File: src/hdl/limit_seq_defines.svh
// constants for the limit, sequence-mask and output converter register bank
// assumes inclusion by bare name; definitions only
`ifndef LIMIT_SEQ_DEFINES_SVH
`define LIMIT_SEQ_DEFINES_SVH

// =====================================================================
// bank shape
`define LSD_NUM_WORDS 7
`define LSD_WORD_BITS 12

// =====================================================================
// write addresses (4 bit) and read addresses (5 bit)
`define LSD_WA_BATTERY_TWO_UPPER 4'h8
`define LSD_WA_BATTERY_TWO_LOWER 4'h9
`define LSD_WA_TEMPERATURE_LOWER 4'hA
`define LSD_WA_TEMPERATURE_UPPER 4'hB
`define LSD_WA_SLAVE_MASK 4'hC
`define LSD_WA_MASTER_MASK 4'hD
`define LSD_WA_OUTPUT_CONTROL 4'hE
`define LSD_RA_BATTERY_TWO_UPPER 5'h08
`define LSD_RA_BATTERY_TWO_LOWER 5'h09
`define LSD_RA_TEMPERATURE_LOWER 5'h0A
`define LSD_RA_TEMPERATURE_UPPER 5'h0B
`define LSD_RA_SLAVE_MASK 5'h0C
`define LSD_RA_MASTER_MASK 5'h0D
`define LSD_RA_OUTPUT_CONTROL 5'h0E

// =====================================================================
// word index inside the bank, the low three address bits
`define LSD_IDX_BATTERY_TWO_UPPER 3'h0
`define LSD_IDX_BATTERY_TWO_LOWER 3'h1
`define LSD_IDX_TEMPERATURE_LOWER 3'h2
`define LSD_IDX_TEMPERATURE_UPPER 3'h3
`define LSD_IDX_SLAVE_MASK 3'h4
`define LSD_IDX_MASTER_MASK 3'h5
`define LSD_IDX_OUTPUT_CONTROL 3'h6

// =====================================================================
// reset values
`define LSD_RST_LIMIT 12'h000
`define LSD_RST_MASK 12'h000
`define LSD_RST_OUTPUT_CONTROL 12'h008

// =====================================================================
// sequence mask bit positions, same for slave and master masks
`define LSD_SEL_UNUSED 0
`define LSD_SEL_PRESSURE_ONE 1
`define LSD_SEL_DIFF_TEMP 2
`define LSD_SEL_SINGLE_TEMP 3
`define LSD_SEL_BATTERY_TWO 4
`define LSD_SEL_BATTERY_ONE 5
`define LSD_SEL_AUX_THREE 6
`define LSD_SEL_AUX_TWO 7
`define LSD_SEL_AUX_ONE 8
`define LSD_SEL_PRESSURE_TWO 9
`define LSD_SEL_HORIZONTAL 10
`define LSD_SEL_VERTICAL 11

// =====================================================================
// output converter control word fields
`define LSD_CTL_FULL_SPAN 0
`define LSD_CTL_UNUSED 1
`define LSD_CTL_CURRENT_MODE 2
`define LSD_CTL_POWER_OFF 3
`define LSD_CTL_CODE_LSB 4
`define LSD_CTL_CODE_MSB 11

`endif

File: src/hdl/limit_seq_pkg.sv
// types shared by the register bank, its storage and the carrier interface
// assumes limit_seq_defines.svh is on the include path
`include "limit_seq_defines.svh"

package limit_seq_pkg;
  typedef logic [`LSD_WORD_BITS-1:0] word_t;
  typedef logic [2:0] index_t;
  typedef logic [3:0] select_t;
  typedef enum logic [1:0] {SEQ_IDLE, SEQ_ISSUE, SEQ_WAIT} seq_state_e;
endpackage

File: src/hdl/reg_store_if.sv
// carrier between the bank control logic and its word storage
// assumes one clock shared by both ends
`timescale 1ns/1ps
`include "limit_seq_defines.svh"

interface reg_store_if;
  logic wr_en;
  limit_seq_pkg::index_t wr_idx;
  limit_seq_pkg::word_t wr_data;
  logic rd_en;
  logic rd_hit;
  limit_seq_pkg::index_t rd_idx;
  limit_seq_pkg::word_t rd_data;
  limit_seq_pkg::word_t words [`LSD_NUM_WORDS];
  modport store (input wr_en, wr_idx, wr_data, rd_en, rd_hit, rd_idx,
    output rd_data, words);
  modport user (output wr_en, wr_idx, wr_data, rd_en, rd_hit, rd_idx,
    input rd_data, words);
endinterface

File: src/hdl/limit_seq_bank.sv
// limit, sequence-mask and output converter control bank with the
// battery-two and temperature limit checks and a measurement sequencer
// assumes write/read strobes come from the serial port framing, one clock
//
// What this block does
// battery-two upper limit, 12 bit, write 1000, read 01000, resets zero
// battery-two lower limit, write 1001, read 01001, resets zero
// temperature lower limit, write 1010, read 01010
// temperature upper limit, write 1011, read 01011
// slave sequence mask, write 1100, read 01100, zero reset
// slave mask: bit1 pressure one, 9 pressure two, 10 horizontal, 11 vertical
// slave mask: bit2 differential temperature, bit3 single-ended temperature
// slave mask: bit4 battery two, 5 battery one, 6..8 aux three..one
// master sequence mask, write 1101, read 01101, zero reset
// master mask: bit1 pressure one, 9 pressure two, 10 horiz, 11 vert
// master mask: bit2 differential, bit3 single-ended temperature
// master mask: bit4 battery two, 5 battery one, 6..8 aux three..one
// mask bit0 and control bit1 do nothing but store and read back
// converter control at write 1110, read 01110, reset 0x008, code bits 4..11
// control bit0 picks full supply span when set, half supply when clear
// control bit2 picks current output when set, voltage when clear
// control bit3 powers the converter off; off after reset
// battery-two result below lower sets low flag, above upper sets high
// temperature limit alert reaches alert output only while enabled
// a write replaces all twelve bits; a later read returns them unchanged
// sequences run selected measurements in fixed order; empty mask does none
`timescale 1ns/1ps
`include "limit_seq_defines.svh"

module limit_seq_bank (
  input wire logic clock_i,
  input wire logic rst_n_i,
  input wire logic wr_en_i,
  input wire logic [3:0] wr_addr_i,
  input wire logic [11:0] wr_data_i,
  input wire logic rd_en_i,
  input wire logic [4:0] rd_addr_i,
  output logic [11:0] rd_data_o,
  output logic rd_valid_o,
  input wire logic seq_start_i,
  input wire logic seq_master_i,
  input wire logic meas_done_i,
  output logic meas_req_o,
  output logic [3:0] meas_select_o,
  output logic seq_busy_o,
  output logic seq_done_o,
  input wire logic result_valid_i,
  input wire logic [3:0] result_select_i,
  input wire logic [11:0] result_data_i,
  input wire logic alert_clear_i,
  input wire logic battery_alert_enable_i,
  input wire logic temperature_alert_enable_i,
  output logic battery_two_low_flag_o,
  output logic battery_two_high_flag_o,
  output logic temperature_low_flag_o,
  output logic temperature_high_flag_o,
  output logic alert_o,
  output logic [7:0] output_code_o,
  output logic full_span_o,
  output logic current_mode_o,
  output logic converter_power_off_o
);
  localparam int WORD_BITS = `LSD_WORD_BITS;
  if (WORD_BITS != 12)
  begin : g_bad_width
    $error("bank logic assumes 12-bit words");
  end

  // ===================================================================
  // address decode
  function automatic logic in_bank(input logic [4:0] addr);
    in_bank = addr >= `LSD_RA_BATTERY_TWO_UPPER &&
      addr <= `LSD_RA_OUTPUT_CONTROL;
  endfunction

  reg_store_if store_bus ();

  wire logic wr_hit = wr_en_i && in_bank({1'b0, wr_addr_i});
  wire logic rd_hit = in_bank(rd_addr_i);

  assign store_bus.wr_en = wr_hit;
  assign store_bus.wr_idx = wr_addr_i[2:0];
  assign store_bus.wr_data = wr_data_i;
  assign store_bus.rd_en = rd_en_i;
  assign store_bus.rd_hit = rd_hit;
  assign store_bus.rd_idx = rd_addr_i[2:0];

  reg_store #(
    .DEPTH(`LSD_NUM_WORDS),
    .RESET_IMAGE({`LSD_RST_OUTPUT_CONTROL, `LSD_RST_MASK, `LSD_RST_MASK,
      `LSD_RST_LIMIT, `LSD_RST_LIMIT, `LSD_RST_LIMIT, `LSD_RST_LIMIT})
  ) u_store (
    .clock_i(clock_i),
    .rst_n_i(rst_n_i),
    .bus(store_bus)
  );

  assign rd_data_o = store_bus.rd_data;

  logic rd_valid_reg;
  always_ff @(posedge clock_i)
  begin
    if (!rst_n_i)
      rd_valid_reg <= 1'b0;
    else
      rd_valid_reg <= rd_en_i;
  end
  assign rd_valid_o = rd_valid_reg;

  // ===================================================================
  // named words and converter control fields
  wire limit_seq_pkg::word_t bat_upper =
    store_bus.words[`LSD_IDX_BATTERY_TWO_UPPER];
  wire limit_seq_pkg::word_t bat_lower =
    store_bus.words[`LSD_IDX_BATTERY_TWO_LOWER];
  wire limit_seq_pkg::word_t temp_lower =
    store_bus.words[`LSD_IDX_TEMPERATURE_LOWER];
  wire limit_seq_pkg::word_t temp_upper =
    store_bus.words[`LSD_IDX_TEMPERATURE_UPPER];
  wire limit_seq_pkg::word_t slave_mask =
    store_bus.words[`LSD_IDX_SLAVE_MASK];
  wire limit_seq_pkg::word_t master_mask =
    store_bus.words[`LSD_IDX_MASTER_MASK];
  wire limit_seq_pkg::word_t control =
    store_bus.words[`LSD_IDX_OUTPUT_CONTROL];

  // these come straight off the stored control word flops
  assign output_code_o =
    control[`LSD_CTL_CODE_MSB:`LSD_CTL_CODE_LSB];
  assign full_span_o = control[`LSD_CTL_FULL_SPAN];
  assign current_mode_o = control[`LSD_CTL_CURRENT_MODE];
  assign converter_power_off_o = control[`LSD_CTL_POWER_OFF];

  // ===================================================================
  // limit checks; a new alert wins over a clear in the same cycle
  wire logic bat_result = result_valid_i &&
    result_select_i == 4'(`LSD_SEL_BATTERY_TWO);
  wire logic temp_result = result_valid_i &&
    result_select_i == 4'(`LSD_SEL_SINGLE_TEMP);
  wire logic bat_low_set = bat_result && result_data_i < bat_lower;
  wire logic bat_high_set = bat_result && result_data_i > bat_upper;
  wire logic temp_low_set = temp_result && result_data_i < temp_lower;
  wire logic temp_high_set = temp_result && result_data_i > temp_upper;

  logic [3:0] flags_reg;
  wire logic [3:0] flags_set =
    {temp_high_set, temp_low_set, bat_high_set, bat_low_set};
  wire logic [3:0] flags_next =
    (flags_reg & {4{~alert_clear_i}}) | flags_set;
  // gating uses the held flags, so alert trails its flag by one cycle
  wire logic alert_next =
    (battery_alert_enable_i && |flags_reg[1:0]) ||
    (temperature_alert_enable_i && |flags_reg[3:2]);

  logic alert_reg;
  always_ff @(posedge clock_i)
  begin
    if (!rst_n_i)
    begin
      flags_reg <= 4'h0;
      alert_reg <= 1'b0;
    end
    else
    begin
      flags_reg <= flags_next;
      alert_reg <= alert_next;
    end
  end
  assign battery_two_low_flag_o = flags_reg[0];
  assign battery_two_high_flag_o = flags_reg[1];
  assign temperature_low_flag_o = flags_reg[2];
  assign temperature_high_flag_o = flags_reg[3];
  assign alert_o = alert_reg;

  // ===================================================================
  // sequencer: lowest set mask bit first, bit 0 never runs
  function automatic limit_seq_pkg::select_t first_set(
    input limit_seq_pkg::word_t mask);
    first_set = 4'h0;
    for (int b = WORD_BITS - 1; b > `LSD_SEL_UNUSED; b--)
      if (mask[b])
        first_set = 4'(b);
  endfunction

  // bit 0 carries no measurement in either mask
  wire limit_seq_pkg::word_t chosen_mask =
    (seq_master_i ? master_mask : slave_mask) & 12'hFFE;
  limit_seq_pkg::seq_state_e state_reg;
  limit_seq_pkg::word_t pending_reg;
  logic meas_req_reg;
  logic [3:0] meas_select_reg;
  logic done_reg;

  wire logic start_ok = seq_start_i && state_reg == limit_seq_pkg::SEQ_IDLE;
  wire limit_seq_pkg::select_t next_select =
    first_set(pending_reg);
  wire logic last_done = state_reg == limit_seq_pkg::SEQ_WAIT &&
    meas_done_i && pending_reg == 12'h000;

  always_ff @(posedge clock_i)
  begin
    if (!rst_n_i)
    begin
      state_reg <= limit_seq_pkg::SEQ_IDLE;
      pending_reg <= 12'h000;
      meas_req_reg <= 1'b0;
      meas_select_reg <= 4'h0;
      done_reg <= 1'b0;
    end
    else
    begin
      meas_req_reg <= 1'b0;
      done_reg <= last_done || (start_ok && chosen_mask == 12'h000);
      case (state_reg)
        limit_seq_pkg::SEQ_IDLE:
          if (start_ok && chosen_mask != 12'h000)
          begin
            pending_reg <= chosen_mask;
            state_reg <= limit_seq_pkg::SEQ_ISSUE;
          end
        limit_seq_pkg::SEQ_ISSUE:
        begin
          meas_req_reg <= 1'b1;
          meas_select_reg <= next_select;
          pending_reg[next_select] <= 1'b0;
          state_reg <= limit_seq_pkg::SEQ_WAIT;
        end
        limit_seq_pkg::SEQ_WAIT:
          if (meas_done_i)
            state_reg <= pending_reg == 12'h000 ?
              limit_seq_pkg::SEQ_IDLE : limit_seq_pkg::SEQ_ISSUE;
        default:
          state_reg <= limit_seq_pkg::SEQ_IDLE;
      endcase
    end
  end

  logic busy_reg;
  always_ff @(posedge clock_i)
  begin
    if (!rst_n_i)
      busy_reg <= 1'b0;
    else
      busy_reg <= (start_ok && chosen_mask != 12'h000) ||
        (busy_reg && !last_done);
  end

  assign meas_req_o = meas_req_reg;
  assign meas_select_o = meas_select_reg;
  assign seq_busy_o = busy_reg;
  assign seq_done_o = done_reg;
endmodule

File: src/hdl/reg_store.sv
// word storage of the bank: one write port, one registered read port,
// and every word visible at once for the comparators and sequencer
// assumes synchronous active-low reset and a single clock
`timescale 1ns/1ps
`include "limit_seq_defines.svh"

module reg_store #(
  parameter int DEPTH = `LSD_NUM_WORDS,
  parameter logic [`LSD_NUM_WORDS*`LSD_WORD_BITS-1:0] RESET_IMAGE = '0
) (
  input wire logic clock_i,
  input wire logic rst_n_i,
  reg_store_if.store bus
);
  if (DEPTH != `LSD_NUM_WORDS)
  begin : g_bad_depth
    $error("reg_store depth must match the bank size");
  end

  // ===================================================================
  // one flop word per register, each with its own reset value
  for (genvar w = 0; w < DEPTH; w++)
  begin : g_word
    always_ff @(posedge clock_i)
    begin
      if (!rst_n_i)
        bus.words[w] <= RESET_IMAGE[w*`LSD_WORD_BITS +: `LSD_WORD_BITS];
      else if (bus.wr_en && bus.wr_idx == 3'(w))
        bus.words[w] <= bus.wr_data;
    end
  end

  // ===================================================================
  // registered read; an address outside the bank answers zero
  always_ff @(posedge clock_i)
  begin
    if (!rst_n_i)
      bus.rd_data <= '0;
    else if (bus.rd_en)
      bus.rd_data <= bus.rd_hit ? bus.words[bus.rd_idx] : '0;
  end
endmodule

File: config.mk
export PLATFORM = sky130hd
export DESIGN_NAME = limit_seq_bank
export DESIGN_NICKNAME = d
export VERILOG_FILES = /design/src/hdl/limit_seq_pkg.sv /design/src/hdl/reg_store_if.sv /design/src/hdl/limit_seq_bank.sv /design/src/hdl/reg_store.sv
export VERILOG_INCLUDE_DIRS = /design/src /design/src/hdl
export SDC_FILE = /design/constraint.sdc
export NUM_CORES = 1
export LEC_CHECK = 0
export BUFFER_PORTS_ARGS = -buffer_cell sky130_fd_sc_hd__buf_2
export CORE_MARGIN = 5
export CORE_UTILIZATION = 25
export DETAILED_ROUTE_END_ITERATION = 7
export GPL_TIMING_DRIVEN = 0
export SETUP_SLACK_MARGIN = 0.3
export SYNTH_ARGS = -nofsm -noshare
export SYNTH_HDL_FRONTEND = slang
export SYNTH_SLANG_ARGS = --single-unit
File: constraint.sdc
create_clock -name clock_i -period 3.5 [get_ports clock_i]
set_input_delay 0.7 -clock clock_i [delete_from_list [all_inputs] [get_ports clock_i]]
set_output_delay 0.7 -clock clock_i [all_outputs]
set_load 0.02 [all_outputs]
==> qor.yml, run 1 <==
outcome: "completed"
hold_viol: 0
synthCells: 724
clock_latency_ns: 0.42
yosysMostFrequentCell: "dfxtp_1"
synth.avg_cell_area_um2: 9.220
setup.worst_path.start_class: "primary input"
yosysWarnings: 0
num_vias: 5611
dr.pass1.iters: 5
vdd_drop_max_mv: 0.3372
syn-num-nets: 818
finalPower_w: 0.003687
antenna_found_initial: 0
setup_viol: 0
clkSinkCount: 123
drt-initial-drc-count: 319
drive_above_1_share_pct: 19.28
min_path_type: "reg2reg"
area_growth_pct: 21.71
port_buffers: 79
synthSimpleGateAreaFrac_pct: 14.10
required_ns: 3.81
syn_area_mm2: 0.006675
cp_slowest_stage_delay_ns: 0.52
clk_pin_slew_worst_paths_ns: 0.05
ys_types: 49
top_level_ports: 84
cts_inserted_buffers: 17
max-slew-margin-rel_pct: 50.57
grt_first_pass_wirelength_um: 31290
largest_reg_flops: 84
seq_area_frac_synth_pct: 36.89
gp_congestion: 0.8192
fin_worst_skew_ns: 0.007753
fin_nets: 916
row_count: 59
synthArstFlopShare_pct: 0
grt-ovfl-total: 0
root_buffer: "clkbuf_16"
period_share_pct: 58.75
dieWidth_um: 173.4
cp.arrival_ns: 2.37
grt_start_max_net_pins: 17
synth-xor-area-share_pct: 0
synth-compound-area-share_pct: 13.01
wirelength_um: 20040
yosysTopAreaCellShare_pct: 36.89
rsz0062_at_grt: "false"
die-area_mm2: 0.03007
synth_top_family_by_area: "multiplexers"
ant_nets: 0
start_util_pct: 25.47
powerDensity_mw_per_mm2: 453.9
synth_fa_ha_area_share_pct: 8.622
clock.fmax_mhz: 486.3
dp_hpwl_um: 15570
period_minus_slack_ns: 2.056
slew_violations: 0
cts_tree: "built"
crit_path_end_kind: "register"
cp_top_family: "buffers and inverters"
htree_levels: 4
crit_slowest_cell: "clkbuf_1"
cts_hold_buf: 0
synthTopCellsByArea: "dfxtp_1, mux2i_1, ha_1, nor2_1, mux4_2"
cp_max_fo: 10
grt_pass1_vias: 5594
drc: 0
clockBufferDepth: 2
path_cells: "buf_2 -> clkbuf_1 -> mux4_2 -> mux2i_1 -> o22ai_1 -> and2_1"
synth_common_cells: "dfxtp_1, mux2i_1, nor2_1, inv_1, ha_1"
via_per_inst: 4.792
critPathBufInv: 2
synth-main-ff-cell: "dfxtp_1"
coreArea_mm2: 0.02621
synth-edff-count: 0
cts_setup_buffers: 0
finalSetupTns_ns: 0
worstMarginPinSlew_ns: 0.7414
yosysTopAreaCell: "dfxtp_1"
path_class: "in2reg"
cts_resized: 0
synthMuxAreaShare_pct: 20.21
synth_seq_cells: 123
drv_cap: 0
die_h_um: 173.4
routedWlPerCell_um: 17.11
grt_use_total_pct: 13.25
leakagePower_nw: 3.160
finalCoreUtilization_pct: 31.00
-- logic make-up after synthesis --
group,after synthesis
buffers and inverters,109
adders and majority gates,46
DFF,123
and+or+nand+nor,197
muxes,119
AOI/OAI and AO/OA,130
-- worst paths after layout --
| path | startpoint | endpoint | slack (ns) | depth (start not counted) |
|---|---|---|---|---|
| worst max register to register | u_store.bus.words[16] | pending_reg[1] | 1.49 | 6 |
| worst min register to register | meas_select_o[3] | meas_select_o[3] | 0.45 | 2 |
| worst min-delay path | meas_select_o[3] | meas_select_o[3] | 0.45 | 2 |
| worst max-delay path | rd_addr_i[0] | u_store.bus.rd_data[9] | 1.44 | 6 |
-- report_power, final --
part           switching [W]  leakage, nW  internal (W)  total [W]
logic               0.000229         1.86      0.000148   0.000377
clock network       0.000647        0.308       0.00121    0.00186
registers          0.0000245        0.994       0.00143    0.00145
-- tightest hold or removal path, cell delays in order (launching register included) --
cell and delay, ns:
dfxtp_1 0.30, nand2_1 0.05, a21oi_1 0.05
-- layer usage --
layer / part of all wire, % / vias to the layer above / GRT usage, %
met4: 2.4 / 0 / 4.623
met5: 0 / - / 0
met3: 5.4 / 38 / 3.010
met1: 46 / 2653 / 17.49
li1: - / 2760 / -
met2: 46 / 160 / 21.34
-- final cells by class --
cell class | count | area [µm²]
Fill cell | 2717 | 18080
Multi-Input combinational cell | 492 | 3734
Sequential cell | 123 | 2462
Clock buffer | 22 | 494.2
Tap cell | 335 | 419.2
Timing Repair Buffer | 79 | 395.4
Buffer | 46 | 242.7
Inverter | 63 | 236.5
Clock inverter | 10 | 137.6
Antenna cell | 1 | 2.502
-- layout by cell type (no fill, tap or decap), drive strengths merged, types with 5 or more instances in the layout --
cell,n
mux4,12
and4,5
nand2,35
nand2b,8
nor2b,6
a211oi,7
o22ai,12
nand4,7
inv,63
mux2i,101
a21o,10
dfxtp,123
mux2,6
ha,46
o211ai,6
and2,13
nor4,8
a21oi,39
buf,107
o21a,5
nor2,92
nand3,9
clkinv,5
o2bb2ai,12
o21ai,14
clkbuf,40
o31ai,8
-- stage by stage --
step	std cells	hold WS, ns	area, µm²	setup slack [ns]
final	1171	0.4525	8124	1.444
after global routing	1170	0.4800	8122	1.313
after CTS	1170	0.4560	8122	1.423
after detailed placement	1138	0.4484	7490	0.9965
after global placement	1138	0.4429	7490	0.9810
after floorplan	724	0.4357	6675	1.516
Note: power is estimated with default switching activity, not from simulation.
==> inputs of run 2 (changes only) <==
clock period = 1.9 ns   (was 3.5 ns; I/O delays follow)
==> qor.yml, run 2 (synthesized netlist as in run 1, its figures left out) <==
drc: 0
slew_violations: 0
clock.fmax_mhz: 616.5
outcome: "completed"
cp_max_fo: 5
clk_pin_slew_worst_paths_ns: 0.06
fin_nets: 927
clkSinkCount: 123
hold_viol: 0
row_count: 59
required_ns: 2.20
top_level_ports: 84
leakagePower_nw: 3.304
crit_start: "state_reg[1]"
clock_latency_ns: 0.42
drv_cap: 0
coreArea_mm2: 0.02621
path_class: "reg2reg"
finalSetupTns_ns: 0
r2r-start: "state_reg[1]"
crit_path_end_kind: "register"
grt_use_total_pct: 13.26
dr.pass1.iters: 5
final_cells: 1181
postLayoutCellArea_mm2: 0.008517
period_share_pct: 85.37
fin_worst_skew_ns: 0.008611
place_area_mm2: 0.007495
max-slew-margin-rel_pct: 48.89
antenna_found_initial: 2
rsz0062_at_grt: "true"
min_path_type: "in2reg"
grt_first_pass_wirelength_um: 31310
setup_viol: 0
largest_reg_flops: 84
antenna_cells: 0
final_cell_mix: "mux2i_1, buf_2, nor2_1"
dp_hpwl_um: 15560
gp_congestion: 0.8808
cts_inserted_buffers: 17
grt_start_max_net_pins: 17
via_per_inst: 4.818
wirelength_um: 20530
finalPower_w: 0.006731
post-place-cells: 1138
cts_tree: "built"
htree_levels: 4
period_minus_slack_ns: 1.622
die_h_um: 173.4
start_util_pct: 25.47
finalCoreUtilization_pct: 32.50
vdd_drop_max_mv: 0.6034
die-area_mm2: 0.03007
final_common_cell: "mux2i_1"
dieWidth_um: 173.4
root_buffer: "clkbuf_16"
clockBufferDepth: 2
port_buffers: 79
setup.worst_path.start_class: "register"
powerDensity_mw_per_mm2: 790.3
num_vias: 5690
routedWlPerCell_um: 17.38
grt-ovfl-total: 0
worstMarginPinSlew_ns: 0.7666
drive_above_1_share_pct: 28.72
drt-initial-drc-count: 298
area_growth_pct: 27.59
grt_pass1_vias: 5571
ant_nets: 0
min_from: "temperature_alert_enable_i"
cp.arrival_ns: 1.93
run 2: changes by cell type in the layout (fill, tap and decap cells not counted), moves of 4 or more:
cell	change
buf_4	+9
clkbuf_2	+4
dfxtp_1	-38
dfxtp_2	+30
dfxtp_4	+8
nor4_1	-5
nor4_4	+4
o21ai_0	-5
run 2: layout make-up:
type | count | area [µm²]
inverter | 63 | 236.5
timing repair buffer | 90 | 488.0
clock inverter | 10 | 115.1
fill | 2676 | 17690
buffer | 46 | 271.5
tap | 335 | 419.2
multi-input combinational | 492 | 3973
sequential | 123 | 2530
clock buffer | 22 | 484.2
run 2: what timing repair did:
action	CTS	global route
setup buffers	3	7
hold buffers	0	0
endpoints found under the setup margin	14	37
cloned	0	1
gates resized for setup	20	83
pin swaps	9	18
run 2: worst paths after layout:
| kind | end | slack, ns | cells past startpoint |
|---|---|---|---|
| setup / recovery | pending_reg[10] | 0.28 | 6 |
| hold / removal | alert_o | 0.22 | 3 |
| setup reg to reg | pending_reg[10] | 0.28 | 6 |
| hold reg to reg | meas_select_o[3] | 0.45 | 2 |
run 2: metrics by stage:
stage | hold WS, ns | setup slack, ns
final | 0.2170 | 0.2779
after global routing | 0.2227 | 0.1962
after CTS | 0.2074 | 0.2808
after detailed placement | 0.4463 | -0.1367
after global placement | 0.4431 | -0.1364
after floorplan | 0.4357 | 0.3003
run 2: metal layers:
| metal | track usage [%] | up-vias | wire, µm |
|---|---|---|---|
| met5 | 0 | - | 7 |
| met4 | 5.254 | 2 | 541 |
| met3 | 2.683 | 34 | 938 |
| met2 | 21.43 | 136 | 9586 |
| met1 | 17.41 | 2743 | 9456 |
| li1 | - | 2775 | - |
run 2: critical path: stages, from the launching register on:
cell      delay, ns
dfxtp_2        0.34
nand2b_4       0.14
buf_6          0.12
nor4_4         0.23
nand3b_1       0.27
o31ai_1        0.32
a21oi_1        0.09
run 2: power by group:
part | internal, W | leakage [nW] | switching (W)
clock | 0.00207 | 0.288 | 0.00120
combinational | 0.000331 | 2.00 | 0.000455
sequential | 0.00262 | 1.02 | 0.0000532
==> inputs of run 3 (changes only) <==
ABC_AREA = 1   (was not set)
==> qor.yml, run 3 <==
yosysTopAreaCell: "dfxtp_1"
path_class: "reg2reg"
yosysTopAreaCellShare_pct: 37.62
clock.fmax_mhz: 615.0
ant_nets: 0
rsz0062_at_grt: "true"
leakagePower_nw: 3.313
synth_seq_cells: 123
grt_first_pass_wirelength_um: 34400
grt_pass1_vias: 6206
clockBufferDepth: 2
crit_start: "u_store.bus.words[47]"
top_level_ports: 84
required_ns: 2.25
clk_pin_slew_worst_paths_ns: 0.06
port_buffers: 80
drv_cap: 0
vdd_drop_max_mv: 0.4288
hold_viol: 0
place_area_mm2: 0.007365
grt-ovfl-total: 0
fin_worst_skew_ns: 0.009015
post-place-cells: 1301
ys_types: 35
cp.arrival_ns: 1.97
die_h_um: 171.8
synth-edff-count: 0
coreArea_mm2: 0.02591
die-area_mm2: 0.02952
routedWlPerCell_um: 16.99
final_cell_mix: "a21oi_1, inv_1, o21ai_0"
synth_common_cells: "a21oi_1, inv_1, dfxtp_1, o21ai_0, nand2_1"
slew_violations: 0
yosysWarnings: 0
outcome: "completed"
antenna_cells: 0
dp_hpwl_um: 16970
setup.worst_path.start_class: "register"
grt_use_total_pct: 15.29
antenna_found_initial: 1
synthTopCellsByArea: "dfxtp_1, a21oi_1, o21ai_0, ha_1, inv_1"
num_vias: 6604
root_buffer: "clkbuf_16"
min_path_type: "in2reg"
min_from: "temperature_alert_enable_i"
setup_viol: 0
synthArstFlopShare_pct: 0
cts_tree: "built"
largest_reg_flops: 84
row_count: 59
period_minus_slack_ns: 1.626
gp_congestion: 0.8685
clkSinkCount: 123
cts_inserted_buffers: 17
period_share_pct: 85.58
postLayoutCellArea_mm2: 0.008318
drc: 0
max-slew-margin-rel_pct: 44.09
dr.pass1.iters: 6
via_per_inst: 4.917
finalCoreUtilization_pct: 32.10
dieWidth_um: 171.8
wirelength_um: 22820
final_cells: 1343
start_util_pct: 25.26
seq_area_frac_synth_pct: 37.62
worstMarginPinSlew_ns: 0.8387
powerDensity_mw_per_mm2: 893.2
finalSetupTns_ns: 0
syn_area_mm2: 0.006545
fin_nets: 1090
cp_max_fo: 3
yosysMostFrequentCell: "a21oi_1"
r2r-start: "u_store.bus.words[47]"
synthCells: 886
crit_path_end_kind: "register"
htree_levels: 4
area_growth_pct: 27.09
synth.avg_cell_area_um2: 7.387
drt-initial-drc-count: 605
drive_above_1_share_pct: 20.83
final_common_cell: "a21oi_1"
grt_start_max_net_pins: 17
clock_latency_ns: 0.42
syn-num-nets: 980
synth-main-ff-cell: "dfxtp_1"
==> run 3: changes by cell type after synthesis, moves of 33 or more <==
cell,delta
nor2_1,-58
mux2i_1,-101
inv_1,+66
nand2_1,+74
o21ai_0,+109
nand3_1,+33
a21oi_1,+101
==> run 3: path summary, 6_finish.rpt <==
| path | slack, ns | end | cells past startpoint |
|---|---|---|---|
| max reg2reg | 0.27 | flags_reg[3] | 8 |
| min | 0.23 | alert_o | 3 |
| min reg2reg | 0.45 | u_store.bus.words[12] | 2 |
| max | 0.27 | flags_reg[3] | 8 |
==> run 3: report_power, final <==
part,switching [W],internal (W),total (W)
Combinational,0.000820,0.000435,0.00126
Clock,0.00123,0.00221,0.00344
Sequential,0.0000542,0.00268,0.00273
==> run 3: layer usage <==
layer	share of wire, %	global-route usage (%)	up-vias	routed length, µm
li1	-	-	3248	-
met1	46	21.04	3068	10580
met2	44	23.44	247	10020
met3	6.9	3.425	39	1569
met4	2.8	5.707	2	638
met5	0.048	0	-	11
==> run 3: what timing repair did <==
action / 4_1_cts / 5_1_grt
setup endpoints to repair: 23 / 42
gates cloned: 1 / 1
hold endpoints to repair: 0 / 0
hold buffers: 0 / 0
resized for setup: 27 / 40
setup buffers: 6 / 3
pin swaps: 14 / 18
==> run 3: stage by stage <==
stage	hold slack, ns	power, W	worst slack, ns
6_report	0.2260	0.007430	0.2740
5_1_grt	0.2301	0.007722	0.1619
4_1_cts	0.2167	0.007340	0.2357
3_5_place_dp	0.4355	0.003879	-0.2135
2_1_floorplan	0.4205	0.003514	0.3407
3_3_place_gp	0.4303	0.003866	-0.2200
==> run 3: cell families after synthesis <==
kind of cell    synth area share, %
compound gates                27.01
simple gates                  15.03
buf+inv                       11.55
flops                         37.62
fa+ha+maj                     8.794
==> run 3: layout make-up <==
cell class	instances	area, µm²
plain buffers	54	282.8
clock buffers	18	439.2
clock inverters	13	173.9
fillers	2780	17590
inverters	129	484.2
multi-input cells	581	3555
flip-flops and latches	123	2471
well taps	335	419.2
repair buffers	90	493.0
==> run 3: critical path, stage by stage (launching register included) <==
cell      delay, ns
dfxtp_2        0.33
inv_2          0.05
ha_4           0.26
nand4_1        0.20
nor3_4         0.23
nand2_1        0.09
o211ai_1       0.11
nand3_1        0.12
a21oi_1        0.14
